**src/core/scan_chain_defines.svh**
```systemverilog
`ifndef SCAN_CHAIN_DEFINES_SVH
`define SCAN_CHAIN_DEFINES_SVH
// Contract
// - One serial data chain of exactly 132 bits covering digital, clock and control cells.
// - Crystal and loop filter pins have no cells in the chain.
// - Each ordinary two-way pin has one data cell tied to a control cell.
// - Open-drain pins get an output latch and an input cell, no control.
// - Twenty-three control cells each enable a group of pins.
// - Bit 0 sits next to the serial output and leaves first; bit 131 last.
// - Low-active control cells enable on zero, high-active on one.
// - High-active address enable at bit 83 drives bits 0 to 26.
// - Low-active level-7 request enable at bit 52 drives data bit 51.
// - Control cells sit at fixed bits 29, 52-66 even, 83-85, 87-101 odd, 122, 125, 130.
// - Every pin cell has a fixed position, e.g. transfer-done latches at 45 and 49.
// - Five cell kinds: input, output latch, two-way data, low and high control.
// - Timer-2 output at bit 28 is three-state, gated by low control at 29.
// - Open-drain outputs are only released or driven low, never high; outside external test the code passes core_out_i and core_oe_i through.
// - Control cell value sets whether its two-way pins are inputs or outputs.
// - One control cell may govern several data cells, like the sixteen data bits.
// - Serial input taken on rising test clock, output changes on falling, driven only in shift.
// - Pin snapshot captured on rising test clock in capture state.
// - External test selects the chain and holds system logic in reset.

`define CHAIN_LEN        132
`define CTL_CELL_COUNT   23
`define SYNC_STAGES      2
`define ADDRESS_BUS_ENABLE_BIT       83
`define BERR_CTL_BIT     84
`define DATA_BUS_ENABLE_BIT       85
`define IRQ7_DATA_BIT    51
`define LEVEL7_REQUEST_ENABLE_BIT     52
`define TIMER2_OUTPUT_PIN_DATA_BIT   28
`define TIMER2_OUTPUT_ENABLE_BIT    29
`define TOUT1_DATA_BIT   129
`define TIMER1_OUTPUT_ENABLE_BIT    130
`define TRANSFER_DONE_PIN_1_OUT_BIT    45
`define TRANSFER_DONE_PIN_1_IN_BIT     46
`define TRANSFER_DONE_PIN_2_OUT_BIT    49
`define TRANSFER_DONE_PIN_2_IN_BIT     50
`define HALT_OUT_BIT     115
`define RESET_OUT_BIT    117
`define NO_CTL           8'hFF
`define REG_STATUS       8'h00
`define REG_WORD_SEL     8'h04
`define REG_LATCH_WORD   8'h08
`define REG_CHAIN_WORD   8'h0C
`endif

```
**src/core/scan_chain_pkg.sv**
```systemverilog
package scan_chain_pkg;
  // Cell kinds, one-hot
  typedef enum logic [4:0] {
    CELL_INPUT    = 5'b00001,
    CELL_OUTPUT   = 5'b00010,
    CELL_BIDIR    = 5'b00100,
    CELL_CTL_LOW  = 5'b01000,
    CELL_CTL_HIGH = 5'b10000
  } cell_kind_type;
endpackage

```
**src/core/scan_ctrl_if.sv**
```systemverilog
`timescale 1ns/1ps
interface scan_ctrl_if #(parameter int LEN = 132);
  logic           tck_rise;
  logic           tck_fall;
  logic           capture;
  logic           shift;
  logic           update;
  logic           tdi;
  logic [LEN-1:0] cap_data;
  logic [LEN-1:0] chain;
  logic [LEN-1:0] latch;
  logic           tdo_bit;
  modport ctrl (output tck_rise, tck_fall, capture, shift, update, tdi, cap_data,
                input chain, latch, tdo_bit);
  modport regs (input tck_rise, tck_fall, capture, shift, update, tdi, cap_data,
                output chain, latch, tdo_bit);
endinterface

```
**src/core/boundary_scan_chain.sv**
```systemverilog
`timescale 1ns/1ps
`include "scan_chain_defines.svh"
module boundary_scan_chain
  import scan_chain_pkg::*;
#(
  parameter int LEN = `CHAIN_LEN
) (
  // Clock and reset
  input  wire logic           clk_i,
  input  wire logic           rst_i,
  // Test access pins and controller state
  input  wire logic           tck_i,
  input  wire logic           tdi_i,
  input  wire logic           capture_dr_i,
  input  wire logic           shift_dr_i,
  input  wire logic           update_dr_i,
  input  wire logic           external_test_instruction_i,
  input  wire logic           snapshot_preload_instruction_i,
  output logic                tdo_o,
  output logic                tdo_oe_o,
  // Device pins
  input  wire logic [LEN-1:0] pin_in_i,
  output logic      [LEN-1:0] pin_out_o,
  output logic      [LEN-1:0] pin_oe_o,
  // System logic side
  input  wire logic [LEN-1:0] core_out_i,
  input  wire logic [LEN-1:0] core_oe_i,
  output logic                system_reset_o,
  // Wishbone slave
  input  wire logic           wb_cyc_i,
  input  wire logic           wb_stb_i,
  input  wire logic           wb_we_i,
  input  wire logic [7:0]     wb_adr_i,
  input  wire logic [3:0]     wb_sel_i,
  input  wire logic [31:0]    wb_dat_i,
  output logic      [31:0]    wb_dat_o,
  output logic                wb_ack_o
);

  // ----------------------------------------
  // Cell map
  // ----------------------------------------
  function automatic logic [7:0] ctl_of(input int i);
    if (i <= 26 || (i >= 105 && i <= 110) || i == 102) begin
      return 8'(`ADDRESS_BUS_ENABLE_BIT);
    end else if (i == 103 || i == 104 || i == 114) begin
      return 8'(`BERR_CTL_BIT);
    end else if (i >= 67 && i <= 82) begin
      return 8'(`DATA_BUS_ENABLE_BIT);
    end else if (i == `TIMER2_OUTPUT_PIN_DATA_BIT) begin
      return 8'(`TIMER2_OUTPUT_ENABLE_BIT);
    end else if (i == `TOUT1_DATA_BIT) begin
      return 8'(`TIMER1_OUTPUT_ENABLE_BIT);
    end else if (i >= 51 && i <= 65 && (i % 2) == 1) begin
      return 8'(i + 1);
    end else if (i >= 86 && i <= 100 && (i % 2) == 0) begin
      return 8'(i + 1);
    end else if (i == 121 || i == 124) begin
      return 8'(i + 1);
    end
    return `NO_CTL;
  endfunction

  function automatic logic is_open_drain(input int i);
    return i == `TRANSFER_DONE_PIN_1_OUT_BIT || i == `TRANSFER_DONE_PIN_2_OUT_BIT || i == `HALT_OUT_BIT || i == `RESET_OUT_BIT;
  endfunction

  function automatic cell_kind_type kind_of(input int i);
    if (i == `ADDRESS_BUS_ENABLE_BIT || i == `DATA_BUS_ENABLE_BIT) begin
      return CELL_CTL_HIGH;
    end else if (i == `TIMER2_OUTPUT_ENABLE_BIT || i == `BERR_CTL_BIT || i == `TIMER1_OUTPUT_ENABLE_BIT || i == 122 || i == 125 ||
                 (i >= 52 && i <= 66 && (i % 2) == 0) || (i >= 87 && i <= 101 && (i % 2) == 1)) begin
      return CELL_CTL_LOW;
    end else if (i == 28 || i == 32 || i == 33 || i == 35 || i == 36 || i == 38 || i == 39 || i == 44 ||
                 i == 48 || i == 112 || i == 119 || i == 123 || i == 127 || i == 129 || is_open_drain(i)) begin
      return CELL_OUTPUT;
    end else if (ctl_of(i) != `NO_CTL) begin
      return CELL_BIDIR;
    end
    return CELL_INPUT;
  endfunction

  function automatic logic [LEN-1:0] latch_reset_vec();
    logic [LEN-1:0] v;
    v = '0;
    for (int i = 0; i < LEN; i++) begin
      v[i] = (kind_of(i) == CELL_CTL_LOW) || is_open_drain(i);
    end
    return v;
  endfunction

  localparam logic [LEN-1:0] LATCH_RESET = latch_reset_vec();

  // ----------------------------------------
  // Synchronisers
  // ----------------------------------------
  logic [6:0]     ctl_meta;
  logic [6:0]     ctl_s;
  logic [LEN-1:0] pin_meta;
  logic [LEN-1:0] pin_s;
  logic           tck_d;
  logic           tck_s;
  logic           tdi_s;
  logic           capture_s;
  logic           shift_s;
  logic           update_s;
  logic           external_test_instruction_s;
  logic           sample_s;

  always_ff @(posedge clk_i) begin
    if (rst_i) begin
      ctl_meta <= '0;
      ctl_s    <= '0;
    end else begin
      ctl_meta <= {tck_i, tdi_i, capture_dr_i, shift_dr_i, update_dr_i,
                   external_test_instruction_i, snapshot_preload_instruction_i};
      ctl_s    <= ctl_meta;
    end
  end

  always_ff @(posedge clk_i) begin
    if (rst_i) begin
      pin_meta <= '0;
      pin_s    <= '0;
    end else begin
      pin_meta <= pin_in_i;
      pin_s    <= pin_meta;
    end
  end

  assign {tck_s, tdi_s, capture_s, shift_s, update_s, external_test_instruction_s, sample_s} = ctl_s;

  always_ff @(posedge clk_i) begin
    if (rst_i) begin
      tck_d <= 1'b0;
    end else begin
      tck_d <= tck_s;
    end
  end

  // ----------------------------------------
  // Chain control
  // ----------------------------------------
  scan_ctrl_if #(.LEN(LEN)) sc ();

  logic chain_selected;
  assign chain_selected = external_test_instruction_s || sample_s;

  assign sc.tck_rise = tck_s && !tck_d;
  assign sc.tck_fall = !tck_s && tck_d;
  assign sc.capture  = capture_s && chain_selected;
  assign sc.shift    = shift_s && chain_selected;
  assign sc.update   = update_s && chain_selected;
  assign sc.tdi      = tdi_s;

  generate
    for (genvar g = 0; g < LEN; g++) begin : g_cap
      if (kind_of(g) == CELL_INPUT || kind_of(g) == CELL_BIDIR) begin : g_pin
        assign sc.cap_data[g] = pin_s[g];
      end else begin : g_core
        assign sc.cap_data[g] = core_out_i[g];
      end
    end
  endgenerate

  scan_shift_register #(
    .LEN         (LEN),
    .LATCH_RESET (LATCH_RESET)
  ) u_shift (
    .clk_i (clk_i),
    .rst_i (rst_i),
    .sc    (sc.regs)
  );

  always_ff @(posedge clk_i) begin
    if (rst_i) begin
      tdo_o    <= 1'b0;
      tdo_oe_o <= 1'b0;
    end else begin
      tdo_o    <= sc.tdo_bit;
      if (sc.tck_fall) begin
        tdo_oe_o <= sc.shift;
      end
    end
  end

  // ----------------------------------------
  // Pin drive
  // ----------------------------------------
  logic [LEN-1:0] next_pin_out;
  logic [LEN-1:0] next_pin_oe;

  generate
    for (genvar g = 0; g < LEN; g++) begin : g_pin
      localparam logic [7:0] C = ctl_of(g);
      logic test_oe;
      logic test_out;
      if (is_open_drain(g)) begin : g_od
        assign test_oe  = !sc.latch[g];
        assign test_out = 1'b0;
      end else if (kind_of(g) == CELL_INPUT || kind_of(g) == CELL_CTL_LOW ||
                   kind_of(g) == CELL_CTL_HIGH) begin : g_none
        assign test_oe  = 1'b0;
        assign test_out = 1'b0;
      end else if (C == `NO_CTL) begin : g_out
        assign test_oe  = 1'b1;
        assign test_out = sc.latch[g];
      end else if (kind_of(int'(C)) == CELL_CTL_HIGH) begin : g_high
        assign test_oe  = sc.latch[C];
        assign test_out = sc.latch[g];
      end else begin : g_low
        assign test_oe  = !sc.latch[C];
        assign test_out = sc.latch[g];
      end
      assign next_pin_oe[g]  = external_test_instruction_s ? test_oe : core_oe_i[g];
      assign next_pin_out[g] = external_test_instruction_s ? test_out : core_out_i[g];
    end
  endgenerate

  always_ff @(posedge clk_i) begin
    if (rst_i) begin
      pin_oe_o  <= '0;
      pin_out_o <= '0;
    end else begin
      pin_oe_o  <= next_pin_oe;
      pin_out_o <= next_pin_out;
    end
  end

  always_ff @(posedge clk_i) begin
    if (rst_i) begin
      system_reset_o <= 1'b0;
    end else begin
      system_reset_o <= external_test_instruction_s;
    end
  end

  // ----------------------------------------
  // Wishbone registers
  // ----------------------------------------
  logic [2:0]  word_sel;
  logic        wb_req;
  logic [31:0] next_dat;
  logic [255:0] latch_wide;
  logic [255:0] chain_wide;

  assign wb_req     = wb_cyc_i && wb_stb_i && !wb_ack_o;
  assign latch_wide = {{(256 - LEN){1'b0}}, sc.latch};
  assign chain_wide = {{(256 - LEN){1'b0}}, sc.chain};

  always_comb begin
    case (wb_adr_i)
      `REG_STATUS:     next_dat = {28'h0000000, tdo_oe_o, shift_s, sample_s, external_test_instruction_s};
      `REG_WORD_SEL:   next_dat = {29'h00000000, word_sel};
      `REG_LATCH_WORD: next_dat = latch_wide[word_sel*32 +: 32];
      `REG_CHAIN_WORD: next_dat = chain_wide[word_sel*32 +: 32];
      default:         next_dat = 32'h00000000;
    endcase
  end

  always_ff @(posedge clk_i) begin
    if (rst_i) begin
      word_sel <= 3'h0;
    end else if (wb_cyc_i && wb_stb_i && wb_ack_o && wb_we_i && wb_sel_i[0] && wb_adr_i == `REG_WORD_SEL) begin
      word_sel <= wb_dat_i[2:0];
    end
  end

  always_ff @(posedge clk_i) begin
    if (rst_i) begin
      wb_ack_o <= 1'b0;
      wb_dat_o <= 32'h00000000;
    end else begin
      wb_ack_o <= wb_req;
      wb_dat_o <= wb_req ? next_dat : 32'h00000000;
    end
  end

  // ----------------------------------------
  // Assertions
  // ----------------------------------------
  property p_shift_in;
    @(posedge clk_i) disable iff (rst_i)
      (sc.tck_rise && sc.shift && !sc.capture) |=>
        (sc.chain[LEN-1] == $past(tdi_s)) && (sc.chain[0] == $past(sc.chain[1]));
  endproperty
  a_shift_in: assert property (p_shift_in) else $error("chain did not shift toward output");

  property p_tdo_fall;
    @(posedge clk_i) disable iff (rst_i)
      sc.tck_fall |=> ##1 (tdo_o == $past(sc.chain[0], 2));
  endproperty
  a_tdo_fall: assert property (p_tdo_fall) else $error("serial output not updated on falling edge");

  property p_tdo_quiet;
    @(posedge clk_i) disable iff (rst_i)
      (sc.tck_fall && !shift_s) |=> !tdo_oe_o;
  endproperty
  a_tdo_quiet: assert property (p_tdo_quiet) else $error("serial output driven outside shift");

  property p_capture;
    @(posedge clk_i) disable iff (rst_i)
      (sc.tck_rise && sc.capture) |=> (sc.chain[`TRANSFER_DONE_PIN_1_IN_BIT] == $past(pin_s[`TRANSFER_DONE_PIN_1_IN_BIT]));
  endproperty
  a_capture: assert property (p_capture) else $error("pin snapshot not captured");

  property p_open_drain;
    @(posedge clk_i) disable iff (rst_i)
      $past(external_test_instruction_s) |-> !pin_out_o[`TRANSFER_DONE_PIN_1_OUT_BIT] && !pin_out_o[`HALT_OUT_BIT] &&
                         (pin_oe_o[`TRANSFER_DONE_PIN_2_OUT_BIT] == !$past(sc.latch[`TRANSFER_DONE_PIN_2_OUT_BIT]));
  endproperty
  a_open_drain: assert property (p_open_drain) else $error("open-drain pin driven high");

  property p_irq7;
    @(posedge clk_i) disable iff (rst_i)
      $past(external_test_instruction_s) |-> (pin_oe_o[`IRQ7_DATA_BIT] == !$past(sc.latch[`LEVEL7_REQUEST_ENABLE_BIT]));
  endproperty
  a_irq7: assert property (p_irq7) else $error("level-7 enable polarity wrong");

  property p_address;
    @(posedge clk_i) disable iff (rst_i)
      $past(external_test_instruction_s) |-> (pin_oe_o[0] == $past(sc.latch[`ADDRESS_BUS_ENABLE_BIT])) &&
                         (pin_oe_o[26] == $past(sc.latch[`ADDRESS_BUS_ENABLE_BIT]));
  endproperty
  a_address: assert property (p_address) else $error("address enable not high-active");

  property p_timer2_output_pin;
    @(posedge clk_i) disable iff (rst_i)
      $past(external_test_instruction_s) |-> (pin_oe_o[`TIMER2_OUTPUT_PIN_DATA_BIT] == !$past(sc.latch[`TIMER2_OUTPUT_ENABLE_BIT]));
  endproperty
  a_timer2_output_pin: assert property (p_timer2_output_pin) else $error("timer-2 output enable wrong");

  property p_data_group;
    @(posedge clk_i) disable iff (rst_i)
      $past(external_test_instruction_s) |-> (pin_oe_o[82:67] == {16{$past(sc.latch[`DATA_BUS_ENABLE_BIT])}});
  endproperty
  a_data_group: assert property (p_data_group) else $error("data bus cells not sharing enable");

  property p_system_reset;
    @(posedge clk_i) disable iff (rst_i)
      external_test_instruction_s ##1 external_test_instruction_s |-> system_reset_o;
  endproperty
  a_system_reset: assert property (p_system_reset) else $error("system not held in reset");

  property p_update;
    @(posedge clk_i) disable iff (rst_i)
      (sc.tck_rise && sc.update) |=> (sc.latch == $past(sc.chain));
  endproperty
  a_update: assert property (p_update) else $error("update latches not loaded");

  property p_functional;
    @(posedge clk_i) disable iff (rst_i)
      !$past(external_test_instruction_s) |-> (pin_oe_o == $past(core_oe_i)) && (pin_out_o == $past(core_out_i));
  endproperty
  a_functional: assert property (p_functional) else $error("latches reached pins outside test");

endmodule

```
**src/core/scan_shift_register.sv**
```systemverilog
`timescale 1ns/1ps
`include "scan_chain_defines.svh"
module scan_shift_register
  import scan_chain_pkg::*;
#(
  parameter int              LEN         = `CHAIN_LEN,
  parameter logic [LEN-1:0]  LATCH_RESET = '0
) (
  // Clock and reset
  input  wire logic clk_i,
  input  wire logic rst_i,
  // Control side
  scan_ctrl_if.regs sc
);
  logic [LEN-1:0] chain;
  logic [LEN-1:0] latch;
  logic           tdo_bit;

  // ----------------------------------------
  // Shift and capture
  // ----------------------------------------
  always_ff @(posedge clk_i) begin
    if (rst_i) begin
      chain <= '0;
    end else if (sc.tck_rise && sc.capture) begin
      chain <= sc.cap_data;
    end else if (sc.tck_rise && sc.shift) begin
      chain <= {sc.tdi, chain[LEN-1:1]};
    end
  end

  // ----------------------------------------
  // Update latches
  // ----------------------------------------
  always_ff @(posedge clk_i) begin
    if (rst_i) begin
      latch <= LATCH_RESET;
    end else if (sc.tck_rise && sc.update) begin
      latch <= chain;
    end
  end

  // ----------------------------------------
  // Serial output on falling edge
  // ----------------------------------------
  always_ff @(posedge clk_i) begin
    if (rst_i) begin
      tdo_bit <= 1'b0;
    end else if (sc.tck_fall) begin
      tdo_bit <= chain[0];
    end
  end

  assign sc.chain   = chain;
  assign sc.latch   = latch;
  assign sc.tdo_bit = tdo_bit;
endmodule

```
**config.mk**
```make
export PLATFORM = sky130hd
export DESIGN_NAME = boundary_scan_chain
export DESIGN_NICKNAME = d
export VERILOG_FILES = /design/src/core/scan_chain_pkg.sv /design/src/core/scan_ctrl_if.sv /design/src/core/boundary_scan_chain.sv /design/src/core/scan_shift_register.sv
export VERILOG_INCLUDE_DIRS = /design/src /design/src/core
export SDC_FILE = /design/constraint.sdc
export NUM_CORES = 1
export LEC_CHECK = 0
export BUFFER_PORTS_ARGS = -buffer_cell sky130_fd_sc_hd__buf_2
export CAP_MARGIN = 0
export CORE_AREA = 2 2 291 293
export DETAILED_ROUTE_END_ITERATION = 6
export DIE_AREA = 0 0 293 295
export HOLD_SLACK_MARGIN = 0.1
export PLACE_DENSITY = 0.53
export REMOVE_ABC_BUFFERS = 1
export SYNTH_ARGS = -nofsm -noshare
export SYNTH_HDL_FRONTEND = slang
export SYNTH_SLANG_ARGS = --single-unit
```
**constraint.sdc**
```tcl
create_clock -name clk_i -period 2.3 [get_ports clk_i]
set_input_delay 0.69 -clock clk_i [delete_from_list [all_inputs] [get_ports clk_i]]
set_output_delay 0.69 -clock clk_i [all_outputs]
set_load 0.005 [all_outputs]
```
* Word level (Yosys, flattened, before mapping)
Index checks and enable logic that the tools add are counted.
** Word-level totals
- Bits of input ports :: 452
- Register bits :: 847
- Word-level logic and storage cells :: 248
- Output and inout bits :: 300
** Operators by class
- Reduce and logical (&&, ||, !) cells :: 47
- Muxes and demuxes :: 177
- Bitwise operators :: 1
- Shifts and indexed selects :: 2
- Equality and inequality tests :: 3
** Operators by type and width (number)
- $shiftx 256x9->32 :: 2
- $mux 132 :: 2
- $mux 1 :: 174
- $pmux 32 s4 :: 1
- $logic_not 1->1 :: 28
- $eq 8x4->1 const B :: 2
- $logic_and 1x1->1 :: 14
- $eq 8x3->1 const B :: 1
- $logic_not 8->1 :: 1
- $reduce_or 2->1 :: 2
- $reduce_bool 2->1 :: 1
- $logic_or 1x1->1 :: 1
- $not 1->1 :: 1

* Logic depth before layout (Yosys ltp)
- Word-level depth :: 5
- Gate-level depth with buffers :: 8
- Depth with buffers taken out :: 5

* Hierarchy
Synthesis repeated with hierarchy kept, for this count alone.
** Unflattened totals
- Cell total of the unflattened synthesis :: 2682
- Area, all modules :: 26771.9 um2
** By module, submodules not included
- boundary_scan_chain :: area an instance 16454.5 um2, cells each 1382, sequential area each 10009.6 um2, instances 1
- scan_shift_register :: area an instance 10317.4 um2, cells each 1300, sequential area each 5305.1 um2, instances 1

* Least setup slack after synthesis
No wires, ideal clock.
- Path type :: in2reg
- Start :: in wb_adr_i[1]
- End :: reg wb_dat_o[19]
- Stages :: 6
- Setup time :: 117 ps
- Data required time :: 2183 ps
- Slack :: -180 ps
- Arrival time :: 2363 ps
- Cell sequence :: nor4_4 > and4_4 > buf_12 > buf_6 > mux4_1 > a22o_1
** On the way
- Word-level cells in the longest chain between the ends :: 2
- Elaborated cells on any way between the ends :: 5
- Those cells by class :: eq/ne: 3; mux: 1; reduce/logical: 1
** RTL lines
- start, declared :: RTL line boundary_scan_chain.sv:33 : input wire logic [7:0] wb_adr_i,
- $eq 8x4->1, or another cell as far along :: RTL line boundary_scan_chain.sv:252 : case (wb_adr_i)
- $pmux 32 s4 (*) :: RTL line boundary_scan_chain.sv:252
- end signal, assigned :: RTL line boundary_scan_chain.sv:275 : wb_dat_o <= wb_req ? next_dat : 32'h00000000;
- end, declared :: RTL line boundary_scan_chain.sv:36 : output logic [31:0] wb_dat_o,
Every way passes the cells marked *; elsewhere a longest branch is shown, timed or not.
A chain may end at the register's enable or synchronous reset.

* Worst setup path in the final report
- Start :: reg ctl_s[0]
- End :: reg u_shift.chain[91] (netlist: u_shift.sc.chain[91])
** On the way
- Word-level cells in the longest chain between the ends :: 4
- Elaborated cells on any way between the ends :: 7
- Those cells by class :: mux: 1; reduce/logical: 6
** RTL lines
- start, declared :: RTL line boundary_scan_chain.sv:98 : logic [6:0] ctl_s;
- start signal, assigned :: RTL line boundary_scan_chain.sv:117 : ctl_s <= ctl_meta;
- $logic_or 1x1->1 (*) :: RTL line boundary_scan_chain.sv:147 : assign chain_selected = external_test_instruction_s || sample_s;
- $logic_and 1x1->1, on equally long branches :: RTL line boundary_scan_chain.sv:151, boundary_scan_chain.sv:152
- $logic_and 1x1->1, on equally long branches :: RTL line scan_shift_register.sv:25, scan_shift_register.sv:27
- $mux 132 or $reduce_bool 2->1 (tied branches)
- end signal, assigned :: RTL line scan_shift_register.sv:26 : chain <= sc.cap_data;
- end signal, assigned :: RTL line scan_shift_register.sv:28 : chain <= {sc.tdi, chain[LEN-1:1]};
- end, declared :: RTL line scan_shift_register.sv:15 : logic [LEN-1:0] chain;
Marks and branches as above.

==> flow_summary.json <==
{
  "grt.overflow.total": 0,
  "critPathKind": "flip-flop to flip-flop",
  "post-dp-hpwl_mm": 63.81,
  "ant_nets": 0,
  "drv_cap": 0,
  "crit_chain": "or2_1, and2_2, nand2_4, buf_4, nor2_1, a311oi_1",
  "cts-root-buf": "clkbuf_16",
  "numCtsBuffers": 83,
  "skew_ns": 0.03885,
  "synth_edf_count": 0,
  "firstDrtPassIters": 7,
  "ir_drop_mv": 0.6414,
  "fin_total_pwr_w": 0.02929,
  "synth_warnings": 0,
  "netlist_area_mm2": 0.02608,
  "post-place-cells": 4117,
  "routedWlPerCell_um": 21.09,
  "post_cts_buffers": 0,
  "ys_types": 43,
  "port_buffers": 678,
  "p_leak_nw": 14.57,
  "synth_top_area_cell": "dfxtp_1",
  "synth.area.top_cells": "dfxtp_1, nor2b_1, mux2i_1, nand2_1, mux4_2",
  "final_area_mm2": 0.03394,
  "grt_setup_unrepaired": "no",
  "vias": 20780,
  "max_slew_margin": 0.5630,
  "place_area_mm2": 0.03101,
  "path_delay_family": "simple AND/OR/NAND/NOR gates",
  "grt_max_degree": 88,
  "setup_viol": 0,
  "powerDensity_mw_per_mm2": 862.9,
  "clock_latency_ns": 0.65,
  "grt_pass1_wl_mm": 129.9,
  "cp.required_ns": 2.83,
  "antenna_found_initial": 20,
  "cts_resized": 0,
  "drive_gt1_frac": 0.3045,
  "final_common_cell": "dfxtp_1",
  "cpPeakStageDelay_ns": 0.43,
  "outcome": "completed",
  "most-common-layout-cells": "dfxtp_1, buf_2, nand2_1, nor2_1, nor2b_1",
  "ys_seq_area_frac": 0.5873,
  "clk_pin_slew_ns": 0.06,
  "syn_inst": 2480,
  "syn_area_per_cell_um2": 10.52,
  "synth_top_area_frac": 0.5873,
  "grt_pass1_vias": 19800,
  "rows": 106,
  "hold_buffers": 0,
  "clk_path_buf_depth": 3,
  "die_x_um": 293,
  "fin_ws_ns": 0.2658,
  "die_y_um": 295,
  "dieArea_mm2": 0.08644,
  "start_util": 0.3136,
  "finalNonFillerCells": 4276,
  "async_flop_share": 0,
  "min_period_over_period": 0.8844,
  "dp_slack_ns": -0.3568,
  "gp_congestion": 0.8196,
  "cp_max_fo": 42,
  "area_growth_pct": 30.17,
  "htree_levels": 3,
  "hold_slack_ns": 0.2432,
  "critPathBufInv": 1,
  "cts_tree": "yes",
  "min_path_type": "input pin to flip-flop",
  "core_mm2": 0.08316,
  "via_per_inst": 4.859,
  "drtIter0Drc": 1893,
  "max_freq_mhz": 491.6,
  "start_kind": "flip-flop",
  "cp.arrival_ns": 2.56,
  "crit_path_end_kind": "flip-flop",
  "tightest_slew_ns": 0.6555,
  "ys_ff_latch": 765,
  "cp_slowest_cell": "buf_4",
  "maxSlewViolCount": 0,
  "wl_mm": 90.20,
  "final.min_clock_period_ns": 2.034,
  "ios": 752,
  "drc": 0,
  "ys.flop_type": "dfxtp_1",
  "hold_viol": 0,
  "finalNetCount": 3574,
  "grtUsageTotal": 0.2001,
  "clock-sinks": 765
}
## worst reg2reg max path: cells and delay by family (launching register included)
family          cells  cell delay, ns
buf+inv             1            0.43
flops               1            0.34
simple gates        4            0.91
compound gates      1            0.24
## final timing paths
path	from	endpoint	slack (ns)	cells after the start
max	ctl_s[0]	u_shift.sc.chain[91]	0.27	6
min	core_oe_i[23]	pin_oe_o[23]	0.24	2
max reg2reg	ctl_s[0]	u_shift.sc.chain[91]	0.27	6
min reg2reg	pin_meta[67]	pin_s[67]	0.42	1
## cells by family (layout without fill, tap and decap cells)
family / after synthesis / after routing / share of synthesized area
simple gates: 941 / 941 / 0.1700
flops: 765 / 765 / 0.5873
compound gates: 363 / 363 / 0.1061
buf+inv: 230 / 942 / 0.03944
mux: 181 / 181 / 0.09716
other cells: 0 / 4 / 0
## Yosys cell counts (11+ instances only)
| library cell | count |
|---|---|
| dfxtp_1 | 765 |
| nand2_1 | 304 |
| nor2_1 | 274 |
| nor2b_1 | 202 |
| clkbuf_1 | 142 |
| mux2i_1 | 125 |
| a21oi_1 | 111 |
| and2_1 | 94 |
| a222oi_1 | 93 |
| a21o_1 | 50 |
| mux4_2 | 50 |
| nand3_1 | 46 |
| a311oi_1 | 39 |
| a22o_1 | 28 |
| inv_1 | 27 |
| buf_2 | 24 |
| o211ai_1 | 24 |
| buf_1 | 22 |
| buf_6 | 11 |
## cell type report
type / instances / area (um^2)
Fill cell: 8258 / 49210
Sequential cell: 765 / 15320
Multi-Input combinational cell: 1485 / 9803
Timing Repair Buffer: 760 / 4432
Clock buffer: 116 / 2401
Tap cell: 1080 / 1351
Clock inverter: 39 / 521.8
Inverter: 27 / 101.3
Antenna cell: 4 / 10.01
## where the power goes
group | switching, W | internal, W
Combinational | 0.000755 | 0.000728
Sequential | 0.000140 | 0.0137
Clock | 0.00578 | 0.00821
## registers in the layout (all words and copies together) (netlist names), 3 cells and up
signal            cells
pin_oe_o            132
pin_s                91
word_sel              3
pin_meta             91
pin_out_o           132
u_shift.sc.chain    132
u_shift.sc.latch    132
ctl_meta              7
wb_dat_o             32
ctl_s                 7
## stage by stage
| step | TNS (ns) | util |
|---|---|---|
| floorplan | -2765.40 | - |
| global placement | -9.050 | 0.3729 |
| detailed placement | -9.235 | 0.3729 |
| CTS | 0 | 0.4081 |
| global route | 0 | 0.4081 |
| finish | 0 | 0.4082 |
## per-layer routing
layer,wire [um],up-vias,track usage
met5,173,-,0
met4,2064,24,0.05966
met3,6944,139,0.05142
met2,45590,806,0.3577
met1,35430,9994,0.2350
li1,-,9816,-
Power figures use the tool's default switching activity.
